===== src/pmsf_pkg.sv =====
// constants and types shared by both ends of the power-mode and serial front end
package pmsf_pkg;

	// power state field codes
	localparam logic [1:0] PMSF_PS_ACTIVE   = 2'h0;
	localparam logic [1:0] PMSF_PS_STARTUP  = 2'h1;
	localparam logic [1:0] PMSF_PS_LOWPWR   = 2'h2;
	localparam logic [1:0] PMSF_PS_SHUTDOWN = 2'h3;

	// reset values after an io-supply power-on reset
	localparam logic [3:0] PMSF_BOOST_RESET = 4'hF;
	localparam logic [5:0] PMSF_OE_RESET    = 6'h00;

	// serial frame layout: address and data sit in the low bits of either length
	localparam int         PMSF_FRAME_SHORT = 30;
	localparam int         PMSF_FRAME_LONG  = 32;
	localparam int         PMSF_ADDR_LSB    = 16;
	localparam int         PMSF_ADDR_W      = 5;
	localparam logic [4:0] PMSF_ADDR_BOOST  = 5'h02;
	localparam logic [4:0] PMSF_ADDR_OE     = 5'h03;
	localparam logic [4:0] PMSF_ADDR_PMODE  = 5'h04;

	// startup must finish well inside this bound; the sequencer uses one step
	localparam int         PMSF_CLK_MHZ        = 100;
	localparam int         PMSF_STARTUP_MAX_US = 300;
	localparam int         PMSF_STARTUP_MAX_CYC = PMSF_STARTUP_MAX_US * PMSF_CLK_MHZ;

	// host register map (apb byte addresses)
	localparam logic [7:0] PMSF_HOST_CTRL   = 8'h00;
	localparam logic [7:0] PMSF_HOST_TXDATA = 8'h04;
	localparam logic [7:0] PMSF_HOST_STATUS = 8'h08;
	localparam int         PMSF_CTRL_GO     = 8;
	localparam int         PMSF_HALF_CYC    = 4;

	typedef enum logic [1:0] {
		PMSF_SHUTDOWN,
		PMSF_STARTUP,
		PMSF_ACTIVE,
		PMSF_LOWPWR
	} pmsf_mode_t;

	typedef enum logic [2:0] {
		PMSF_H_IDLE,
		PMSF_H_SETUP,
		PMSF_H_LOW,
		PMSF_H_HIGH,
		PMSF_H_HOLD,
		PMSF_H_GAP
	} pmsf_hstate_t;

endpackage : pmsf_pkg


===== src/pmsf_link_if.sv =====
// 3-wire write-only serial link between host and device
`timescale 1ns/1ps
interface pmsf_link_if;
	logic cs;
	logic sclk;
	logic sdata;

	modport host (
		output cs,
		output sclk,
		output sdata
	);

	modport device (
		input cs,
		input sclk,
		input sdata
	);
endinterface : pmsf_link_if


===== src/pmsf_device.sv =====
// device end: power-mode sequencer and 3-wire serial slave
//
// Summary of operation
// - analog supply alone keeps device in shutdown
// - io supply high resets registers, enters startup
// - io power-on reset also clears serial logic
// - no retrigger until io supply seen low
// - defaults: boost all ones, startup then active
// - io supply low anytime: shutdown, registers lost
// - shutdown to active within 300 microseconds
// - starts with defaults, waits in active
// - boost runs in startup and active while boosted voltage below reference
// - shutdown puts all six outputs high impedance
// - frame kind decided anew every frame
// - serial port is write-only slave
// - frame length 30 or 32 judged per frame
// - chip select toggle mid-frame discards bits
// - msb first, sampled on rising clock
// - command executes at chip select falling edge
// - length counts rising edges while select high
// - other lengths ignored entirely
// - power command: low power, or back to startup
//
// Local design decisions: the register offsets and the APB interface to the registers.
`timescale 1ns/1ps
module pmsf_device (
	input  wire logic           clk_i,
	input  wire logic           reset_n_i,
	input  wire logic           analog_supply_i,
	input  wire logic           io_supply_i,
	input  wire logic           boosted_voltage_low_i,
	pmsf_link_if.device         link,
	output logic       [3:0]    boost_level_o,
	output logic       [1:0]    power_state_o,
	output logic       [5:0]    output_enable_o,
	output logic       [5:0]    out_hiz_o,
	output logic                boost_run_o,
	output logic                cmd_done_o
);
	import pmsf_pkg::*;

	typedef struct packed {
		pmsf_mode_t  mode;
		logic        armed;
		logic        an_s1;
		logic        an_s2;
		logic        io_s1;
		logic        io_s2;
		logic        vl_s1;
		logic        vl_s2;
		logic        cs_s1;
		logic        cs_s2;
		logic        cs_prev;
		logic        ck_s1;
		logic        ck_s2;
		logic        ck_prev;
		logic        dt_s1;
		logic        dt_s2;
		logic [31:0] shreg;
		logic [5:0]  cnt;
		logic [3:0]  boost;
		logic [5:0]  oe;
		logic [1:0]  pstate;
		logic [5:0]  en_out;
		logic [5:0]  hiz_out;
		logic        boost_run;
		logic        cmd_done;
	} pmsf_dev_t;

	pmsf_dev_t q;
	pmsf_dev_t d;

	logic                   ck_rise;
	logic                   cs_rise;
	logic                   cs_fall;
	logic                   len_ok;
	logic [PMSF_ADDR_W-1:0] addr;
	logic [15:0]            wdata;

	always_comb begin
		ck_rise = q.ck_s2 & ~q.ck_prev;
		cs_rise = q.cs_s2 & ~q.cs_prev;
		cs_fall = ~q.cs_s2 & q.cs_prev;
		len_ok  = (q.cnt == 6'(PMSF_FRAME_SHORT)) || (q.cnt == 6'(PMSF_FRAME_LONG));
		addr    = q.shreg[PMSF_ADDR_LSB +: PMSF_ADDR_W];
		wdata   = q.shreg[15:0];

		d = q;
		d.an_s1    = analog_supply_i;
		d.an_s2    = q.an_s1;
		d.io_s1    = io_supply_i;
		d.io_s2    = q.io_s1;
		d.vl_s1    = boosted_voltage_low_i;
		d.vl_s2    = q.vl_s1;
		d.cs_s1    = link.cs;
		d.cs_s2    = q.cs_s1;
		d.cs_prev  = q.cs_s2;
		d.ck_s1    = link.sclk;
		d.ck_s2    = q.ck_s1;
		d.ck_prev  = q.ck_s2;
		d.dt_s1    = link.sdata;
		d.dt_s2    = q.dt_s1;
		d.cmd_done = 1'b0;

		if (!q.io_s2 || !q.an_s2) begin
			// supplies down: everything off, contents lost
			d.mode   = PMSF_SHUTDOWN;
			// once io is seen low the chip stays armed, even through an analog dip
			d.armed  = q.armed | ~q.io_s2;
			d.boost  = 4'h0;
			d.oe     = 6'h00;
			d.pstate = PMSF_PS_SHUTDOWN;
			d.shreg  = 32'h0000_0000;
			d.cnt    = 6'h00;
		end else begin
			case (q.mode)
				PMSF_SHUTDOWN: begin
					// only a fresh low-to-high io supply starts the chip
					if (q.armed) begin
						d.mode   = PMSF_STARTUP;
						d.armed  = 1'b0;
						d.pstate = PMSF_PS_STARTUP;
					end
				end
				PMSF_STARTUP: begin
					// single step: defaults in, serial cleared, then active
					d.boost  = PMSF_BOOST_RESET;
					d.oe     = PMSF_OE_RESET;
					d.shreg  = 32'h0000_0000;
					d.cnt    = 6'h00;
					d.pstate = PMSF_PS_ACTIVE;
					d.mode   = PMSF_ACTIVE;
				end
				PMSF_ACTIVE,
				PMSF_LOWPWR: begin
					// serial stays live in low power; 3-wire frames only with select high
					if (cs_rise) begin
						d.shreg = 32'h0000_0000;
						d.cnt   = 6'h00;
					end else if (q.cs_s2 && ck_rise) begin
						d.shreg = {q.shreg[30:0], q.dt_s2};
						if (q.cnt != 6'h3F) begin
							d.cnt = q.cnt + 6'h01;
						end
					end
					// a frame of any length other than 30 or 32 fails the length check and is dropped
					if (cs_fall && len_ok) begin
						d.cmd_done = 1'b1;
						case (addr)
							PMSF_ADDR_BOOST: begin
								d.boost = wdata[3:0];
							end
							PMSF_ADDR_OE: begin
								d.oe = wdata[5:0];
							end
							PMSF_ADDR_PMODE: begin
								if (wdata[1:0] == PMSF_PS_STARTUP) begin
									d.mode   = PMSF_STARTUP;
									d.pstate = PMSF_PS_STARTUP;
								end else if (wdata[1:0] == PMSF_PS_LOWPWR
									&& q.mode == PMSF_ACTIVE) begin
									d.mode   = PMSF_LOWPWR;
									d.pstate = PMSF_PS_LOWPWR;
								end else if (wdata[1:0] == PMSF_PS_ACTIVE
									&& q.mode == PMSF_LOWPWR) begin
									d.mode   = PMSF_ACTIVE;
									d.pstate = PMSF_PS_ACTIVE;
								end
							end
							default: begin
								// other addresses belong to logic outside this block
							end
						endcase
						d.cnt = 6'h00;
					end
				end
				default: begin
					d.mode = PMSF_SHUTDOWN;
				end
			endcase
		end

		// outputs only drive in active mode; disabled or not active means high z
		d.en_out    = (d.mode == PMSF_ACTIVE) ? d.oe : 6'h00;
		d.hiz_out   = (d.mode == PMSF_ACTIVE) ? ~d.oe : 6'h3F;
		// hysteretic loop: low flag from comparator gates the boost switch
		d.boost_run = (d.mode == PMSF_ACTIVE || d.mode == PMSF_STARTUP) && q.vl_s2;
	end

	always_ff @(posedge clk_i or negedge reset_n_i) begin
		if (!reset_n_i) begin
			q         <= '0;
			q.mode    <= PMSF_SHUTDOWN;
			q.pstate  <= PMSF_PS_SHUTDOWN;
			q.hiz_out <= 6'h3F;
		end else begin
			q <= d;
		end
	end

	assign boost_level_o   = q.boost;
	assign power_state_o   = q.pstate;
	assign output_enable_o = q.en_out;
	assign out_hiz_o       = q.hiz_out;
	assign boost_run_o     = q.boost_run;
	assign cmd_done_o      = q.cmd_done;

endmodule : pmsf_device


===== src/flat_wrapper.sv =====
// flat-port wrapper written by rule: the top's interface ports become plain ports
module pmsf_device_flat import pmsf_pkg::*;
  (clk_i, reset_n_i, analog_supply_i, io_supply_i, boosted_voltage_low_i, boost_level_o, power_state_o, output_enable_o, out_hiz_o, boost_run_o, cmd_done_o, link_cs, link_sclk, link_sdata);
  pmsf_link_if link_i ();
  input  wire logic clk_i;
  input  wire logic reset_n_i;
  input  wire logic analog_supply_i;
  input  wire logic io_supply_i;
  input  wire logic boosted_voltage_low_i;
  output logic       [3:0] boost_level_o;
  output logic       [1:0] power_state_o;
  output logic       [5:0] output_enable_o;
  output logic       [5:0] out_hiz_o;
  output logic boost_run_o;
  output logic cmd_done_o;
  input wire logic [$bits(link_i.cs)-1:0] link_cs;
  input wire logic [$bits(link_i.sclk)-1:0] link_sclk;
  input wire logic [$bits(link_i.sdata)-1:0] link_sdata;
  assign link_i.cs = link_cs;
  assign link_i.sclk = link_sclk;
  assign link_i.sdata = link_sdata;
  pmsf_device u_core (.clk_i(clk_i), .reset_n_i(reset_n_i), .analog_supply_i(analog_supply_i), .io_supply_i(io_supply_i), .boosted_voltage_low_i(boosted_voltage_low_i), .link(link_i), .boost_level_o(boost_level_o), .power_state_o(power_state_o), .output_enable_o(output_enable_o), .out_hiz_o(out_hiz_o), .boost_run_o(boost_run_o), .cmd_done_o(cmd_done_o));
endmodule

===== config.mk =====
export PLATFORM = sky130hd
export DESIGN_NAME = pmsf_device_flat
export DESIGN_NICKNAME = d
export VERILOG_FILES = /design/src/pmsf_pkg.sv /design/src/pmsf_link_if.sv /design/src/pmsf_device.sv /design/src/flat_wrapper.sv
export SDC_FILE = /design/constraint.sdc
export NUM_CORES = 1
export LEC_CHECK = 0
export ABC_CLOCK_PERIOD_IN_PS = 2950
export BUFFER_PORTS_ARGS = -buffer_cell sky130_fd_sc_hd__buf_2
export CAP_MARGIN = 10
export CORE_UTILIZATION = 45
export DETAILED_ROUTE_END_ITERATION = 6
export GPL_ROUTABILITY_DRIVEN = 1
export GPL_TIMING_DRIVEN = 0
export SLEW_MARGIN = 20
export SYNTH_ARGS = -nofsm -noshare
export SYNTH_HDL_FRONTEND = slang
export SYNTH_SLANG_ARGS = --single-unit

===== constraint.sdc =====
create_clock -name clk_i -period 2.95 [get_ports clk_i]
set_clock_uncertainty 0.1 [all_clocks]
set_input_delay 0 -clock clk_i [delete_from_list [all_inputs] [get_ports clk_i]]
set_output_delay 0 -clock clk_i [all_outputs]
set_load 0.01 [all_outputs]

==> flow_metrics.env, run 1 <==
export IMPL_synthCells=278
export IMPL_fin_nets=336
export IMPL_clkTransAtPathRegs_ns=0.07
export IMPL_grt_pass1_vias=2023
export IMPL_io_buffers=27
export IMPL_muxShareOfSynthArea=0.0216
export IMPL_htreeDepth=3
export IMPL_ys_ff_latch=70
export IMPL_ff_latch_area_mm2=0.00176
export IMPL_avgRoutedWirePerCell_um=14.0
export IMPL_p_per_area_mw_per_mm2=516
export IMPL_clock_path_buffers=2
export IMPL_fmax_mhz=366
export IMPL_path_class="reg2reg"
export IMPL_clkLatencyLatePin_ns=0.34
export IMPL_finish_utilization=0.558
export IMPL_setup_tns_ns=0
export IMPL_synth_compound_area_frac=0.155
export IMPL_avgSynthCellArea_um2=11.1
export IMPL_path_cells="inv_1 -> ha_1 -> nand4_2 -> a221o_1 -> buf_6 -> or3_1 -> a21oi_2 -> a21oi_1 -> ha_1 -> buf_2 -> and2_1"
export IMPL_rsz0062_at_grt="false"
export IMPL_cp_common_cell="ha_1"
export IMPL_diodes=0
export IMPL_gp_congestion=0.741
export IMPL_root_buffer="clkbuf_8"
export IMPL_ys_types=53
export IMPL_start_util=0.476
export IMPL_synthXorXnorAreaFrac=0.00285
export IMPL_ys_seq_area_frac=0.573
export IMPL_r2r_slack_ns=0.22
export IMPL_max_slew_margin_rel=0.446
export IMPL_track_usage=0.183
export IMPL_n_fill_cell=575
export IMPL_top_usage_layer="met2"
export IMPL_overflow=0
export IMPL_crit_required_ns=3.08
export IMPL_p_leak_nw=1.61
export IMPL_drive_gt1_frac=0.289
export IMPL_holdWs_ns=0.0438
export IMPL_slowest_stage="dfrtp_1"
export IMPL_avgViaCountPerCell=5.21
export IMPL_slew_violations=0
export IMPL_syn_area_mm2=0.00307
export IMPL_grt_pass1_wl_mm=10.1
export IMPL_drv_cap=0
export IMPL_worstPathArrival_ns=2.86
export IMPL_drt_pass1_iterations=6
export IMPL_synth_nets=290
export IMPL_gr_usage_met3=0.0442
export IMPL_cts_setup_buffers=0
export IMPL_drc=0
export IMPL_period_share=0.925
export IMPL_design_area_mm2=0.00360
export IMPL_ys_warn_count=0
export IMPL_drt_total_wl_mm=5.69
export IMPL_cp_max_fo=10
export IMPL_hold_class="in2async"
export IMPL_antenna_left=0
export IMPL_vias=2114
export IMPL_ir_worst_vdd_mv=0.278
export IMPL_grt_met2_usage=0.268
export IMPL_finalHoldViolations=0
export IMPL_cts_buffers=9
export IMPL_cts_tree="built"
export IMPL_cts_sinks=70
export IMPL_core_area_mm2=0.00646
export IMPL_placed_area_mm2=0.00333
export IMPL_status="finished clean"
export IMPL_multi_input_area_mm2=0.00109
export IMPL_synth_edf_count=0
export IMPL_dp_final_hpwl_mm=3.87
export IMPL_ioPinCount=28
export IMPL_synthArstFlopShare=1.00
export IMPL_crit_path_start_kind="flop"
export IMPL_grt_start_max_net_pins=39
export IMPL_synthFlopType="dfrtp_1"
export IMPL_num_rows=29
export IMPL_area_growth_pct=17.2
export IMPL_slowest_delay_ns=0.42
export IMPL_die_h_um=84.7
export IMPL_yosys_area_share_adder=0.0163
export IMPL_max_slew_worst_pin_slew_ns=0.819
export IMPL_drt_iter0_drc=133
export IMPL_report_final_setup_viol=0
export IMPL_fp_dieW_um=84.7
export IMPL_synthSimpleGateAreaFrac=0.159
export IMPL_met1_usage=0.260
export IMPL_dieArea_mm2=0.00717
export IMPL_critPathCaptureType="flop"
export IMPL_synth_top_family_by_area="simple AND/OR/NAND/NOR gates"
export IMPL_period_minus_slack_ns=2.73
export IMPL_antenna_found_initial=0
## metal layers
metal | up-vias | wire length (um)
li1 | 1037 | -
met1 | 1034 | 2830
met2 | 37 | 2600
met3 | 6 | 190
met4 | 0 | 66
met5 | - | 0
## layout by cell type, fill, tap and decap left out, types with 2 or more instances in the layout
master,count
a21oi_1,9
a31oi_1,2
and2_1,6
and3_1,3
buf_2,31
buf_4,19
clkbuf_1,5
clkbuf_8,10
clkinvlp_4,2
dfrtp_1,62
dfstp_2,8
dlygate4sd3_1,7
ha_1,4
inv_1,10
mux2_1,5
nand2_1,54
nand3_1,7
nor2_1,6
nor3_1,2
o21ai_0,24
o21ai_1,2
o22ai_2,6
o31ai_1,6
or3_1,2
## where the power goes
part           switching (mW)  leakage (nW)  internal [mW]  total [mW]
combinational          0.0613         0.599         0.0379      0.0991
sequential             0.0109         0.913          0.978       0.989
clock                   0.356        0.0955          0.414       0.770
## kinds of logic (layout without fill, tap and decap cells)
logic type                 count (synthesis)  count (layout)
xor gates and xnor gates                   1               1
DFF                                       70              70
buffers and inverters                     38              89
AOI/OAI and AO/OA                         65              65
adders and majority gates                  4               4
and+or+nand+nor                           94              94
muxes                                      6               6
## cells in the mapped netlist (2+ instances only)
cell,count,area share
o31ai_1,6,0.015
buf_2,4,0.0065
buf_4,18,0.044
o21ai_0,24,0.039
clkbuf_1,5,0.0061
nor3_1,2,0.0033
a31oi_1,2,0.0041
a21oi_1,10,0.016
or3_1,2,0.0041
nand3_1,7,0.011
dfstp_2,8,0.068
inv_1,10,0.012
nand2_1,54,0.066
o22ai_2,6,0.024
nor2_1,6,0.0073
ha_1,4,0.016
o21ai_1,2,0.0033
and2_1,6,0.012
mux2_1,5,0.018
dfrtp_1,62,0.50
and3_1,3,0.0061
## cell type report
class,instances,area share
well taps,77,0.0267
repair buffers,35,0.0632
flip-flops and latches,70,0.489
clock inverters,5,0.0163
multi-input cells,170,0.303
plain buffers,28,0.0517
inverters,10,0.0104
clock buffers,11,0.0392
## flip-flops by register name, indices dropped and copies added (netlist names)
signal,count
u_core.cmd_done_o,1
u_core.addr,5
u_core.boost_run_o,1
u_core.out_hiz_o,6
u_core.power_state_o,2
u_core.boost_level_o,4
u_core.q,37
u_core.d,8
u_core.output_enable_o,6
## final timing paths
path,startpoint,end,cells after the start
worst max-delay path,u_core.q[26],u_core.output_enable_o[3],11
worst min-delay path,reset_n_i,u_core.q[29],2
worst max register to register,u_core.q[26],u_core.output_enable_o[3],11
worst min register to register,u_core.d[70],u_core.d[69],0
max in group asynchronous,reset_n_i,u_core.out_hiz_o[3],3
min in group clk_i,link_sclk,u_core.d[67],2
## critical path: cells and delay by family (launching register included)
kind,cells,cell delay [ns]
and+or+nand+nor,3,0.64
DFF,1,0.42
AOI/OAI and AO/OA,3,0.58
adders and majority gates,2,0.43
buffers and inverters,3,0.44
## timing repair
| item | CTS | global route |
|---|---|---|
| hold buffers | 7 | 0 |
| endpoints found under the setup margin | 0 | 10 |
| hold endpoints to repair | 74 | 0 |
| gates resized for setup | 0 | 4 |
## metrics by stage
| step | setup slack (ns) | std cells | power (mW) |
|---|---|---|---|
| 2_1_floorplan | 0.400 | 278 | 1.05 |
| 3_3_place_gp | 0.132 | 382 | 1.10 |
| 3_5_place_dp | 0.115 | 383 | 1.10 |
| 4_1_cts | 0.107 | 406 | 1.89 |
| 5_1_grt | 0.0269 | 406 | 1.96 |
| 6_report | 0.221 | 406 | 1.86 |
Note: power is estimated with default switching activity, not from simulation.
==> run 2, diff against run 1 <==
--- a/config.mk
+++ b/config.mk
@@ -9,6 +9,7 @@
 export BUFFER_PORTS_ARGS = -buffer_cell sky130_fd_sc_hd__buf_2
 export CAP_MARGIN = 10
 export CORE_UTILIZATION = 45
+export CTS_BUF_LIST = sky130_fd_sc_hd__clkbuf_16
 export DETAILED_ROUTE_END_ITERATION = 6
 export GPL_ROUTABILITY_DRIVEN = 1
 export GPL_TIMING_DRIVEN = 0
==> constraint.sdc (replaced) <==
create_clock -name clk_i -period 2.95 [get_ports clk_i]
set_clock_uncertainty 0.1 [all_clocks]
set_input_delay 0.1475 -clock clk_i [delete_from_list [all_inputs] [get_ports clk_i]]
set_output_delay 0.1475 -clock clk_i [all_outputs]
set_load 0.01 [all_outputs]
==> flow_metrics.env, run 2 (synthesis gave the netlist of run 1 again) <==
export IMPL_diodes=0
export IMPL_hold_class="in2async"
export IMPL_crit_required_ns=3.07
export IMPL_rsz0062_at_grt="false"
export IMPL_final_cells=406
export IMPL_r2r_cells=11
export IMPL_antenna_found_initial=0
export IMPL_die_h_um=84.7
export IMPL_start_util=0.476
export IMPL_period_minus_slack_ns=2.75
export IMPL_fmax_mhz=364
export IMPL_worstPathArrival_ns=2.87
export IMPL_fp_dieW_um=84.7
export IMPL_ir_worst_vdd_mv=0.349
export IMPL_antenna_left=0
export IMPL_finish_utilization=0.572
export IMPL_place_ws_ns=0.115
export IMPL_core_area_mm2=0.00646
export IMPL_critPathCaptureType="flop"
export IMPL_drt_iter0_drc=162
export IMPL_max_slew_worst_pin_slew_ns=0.840
export IMPL_fin_nets=336
export IMPL_p_per_area_mw_per_mm2=576
export IMPL_total_power_mw=2.13
export IMPL_max_slew_margin_rel=0.432
export IMPL_dp_final_hpwl_mm=3.87
export IMPL_finalHoldViolations=0
export IMPL_drt_total_wl_mm=5.80
export IMPL_switching_share=0.217
export IMPL_path_class="reg2reg"
export IMPL_n_fill_cell=558
export IMPL_r2r_slack_ns=0.20
export IMPL_pwr_share_seq=0.466
export IMPL_cts_buffers=9
export IMPL_clock_path_buffers=2
export IMPL_cts_sinks=70
export IMPL_overflow=0
export IMPL_fin_ws_ns=0.201
export IMPL_drv_cap=0
export IMPL_grt_pass1_vias=2054
export IMPL_drt_pass1_iterations=6
export IMPL_report_final_setup_viol=0
export IMPL_avgViaCountPerCell=5.31
export IMPL_status="finished clean"
export IMPL_timing_rr_start="u_core.q[26]"
export IMPL_period_share=0.932
export IMPL_slew_violations=0
export IMPL_cts_setup_buffers=0
export IMPL_clkLatencyLatePin_ns=0.33
export IMPL_crit_path_start_kind="flop"
export IMPL_root_buffer="clkbuf_16"
export IMPL_final_common_cell="dfrtp_1"
export IMPL_r2r_end="u_core.output_enable_o[3]"
export IMPL_num_rows=29
export IMPL_io_buffers=27
export IMPL_cts_tree="built"
export IMPL_vias=2154
export IMPL_grt_start_max_net_pins=39
export IMPL_grt_pass1_wl_mm=10.2
export IMPL_drive_gt1_frac=0.286
export IMPL_ioPinCount=28
export IMPL_htreeDepth=3
export IMPL_largest_register_ffs=37
export IMPL_top_register="u_core.q"
export IMPL_drc=0
export IMPL_dieArea_mm2=0.00717
export IMPL_mostFrequentLayoutCells="dfrtp_1 (62), nand2_1 (54), buf_2 (31)"
export IMPL_p_leak_nw=1.65
export IMPL_avgRoutedWirePerCell_um=14.3
export IMPL_combPwrFrac=0.047
export IMPL_area_growth_pct=20.2
export IMPL_gp_congestion=0.741
export IMPL_setup_tns_ns=0
export IMPL_place_inst=383
export IMPL_p_switching_mw=0.463
export IMPL_cp_max_fo=10
export IMPL_internal_power_mw=1.67
export IMPL_clkTransAtPathRegs_ns=0.06
export IMPL_track_usage=0.185
export IMPL_pwr_share_clk=0.487
[run 2: cell count changes in the layout (fill, tap and decap cells not counted)]
cell / before / now
inv_1: 10 / 11
clkbuf_16: 0 / 9
clkbuf_1: 5 / 4
clkbuf_8: 10 / 0
clkinv_1: 0 / 1
[run 2: timing repair]
item / 4_1_cts / 5_1_grt
hold buffers: 7 / 0
endpoints found under the hold margin: 38 / 0
endpoints found under the setup margin: 0 / 10
gates resized for setup: 0 / 4
[run 2: stage by stage]
stage | hold slack [ns] | instance area [um2]
after floorplan | -0.248 | 3070
after global placement | 0.156 | 3310
after detailed placement | 0.0229 | 3330
after CTS | 0.211 | 3690
after global routing | 0.241 | 3690
final | 0.201 | 3690
[run 2: worst max path at each step]
stage                            start                   endpoint  slack (ns)
after floorplan           u_core.q[26]  u_core.output_enable_o[4]        0.40
after global placement    u_core.q[26]  u_core.output_enable_o[3]        0.13
after detailed placement  u_core.q[26]  u_core.output_enable_o[3]        0.11
after CTS                 u_core.q[26]  u_core.output_enable_o[3]        0.11
after global routing      u_core.q[26]  u_core.output_enable_o[3]        0.03
final                     u_core.q[26]  u_core.output_enable_o[3]        0.20
[run 2: metal layers]
| layer | vias to the layer above | share of wire | track usage |
|---|---|---|---|
| met3 | 6 | 0.037 | 0.0472 |
| met1 | 1062 | 0.49 | 0.258 |
| met2 | 49 | 0.46 | 0.274 |
| met4 | 0 | 0.013 | 0.0817 |
| li1 | 1037 | - | - |
| met5 | - | 0 | 0 |
[run 2: area by class of cell]
type                       instances  area (um2)  share of cell area
tap                               77        96.3              0.0261
sequential                        70        1760               0.477
clock inverter                     7        66.3              0.0179
buffer                            28         186              0.0505
clock buffer                       9         225              0.0610
multi-input combinational        170        1090               0.296
timing repair buffer              35         228              0.0616
inverter                          10        37.5              0.0102
[run 2: critical path, stage by stage (launching register included)]
cell and delay (ns):
dfrtp_1 0.41, inv_1 0.12, ha_1 0.18, nand4_2 0.14, a221o_1 0.36, buf_6 0.15, or3_1 0.36, a21oi_2 0.16
a21oi_1 0.06, ha_1 0.26, buf_2 0.18, and2_1 0.15
[run 2: power by group through the flow]
stage	logic, mW	clock network, mW	registers, mW
after floorplan	0.0492	0	1.00
after global placement	0.0895	0	1.01
after detailed placement	0.0943	0	1.01
after CTS	0.101	1.07	0.991
after global routing	0.113	1.12	0.993
final	0.0997	1.04	0.991
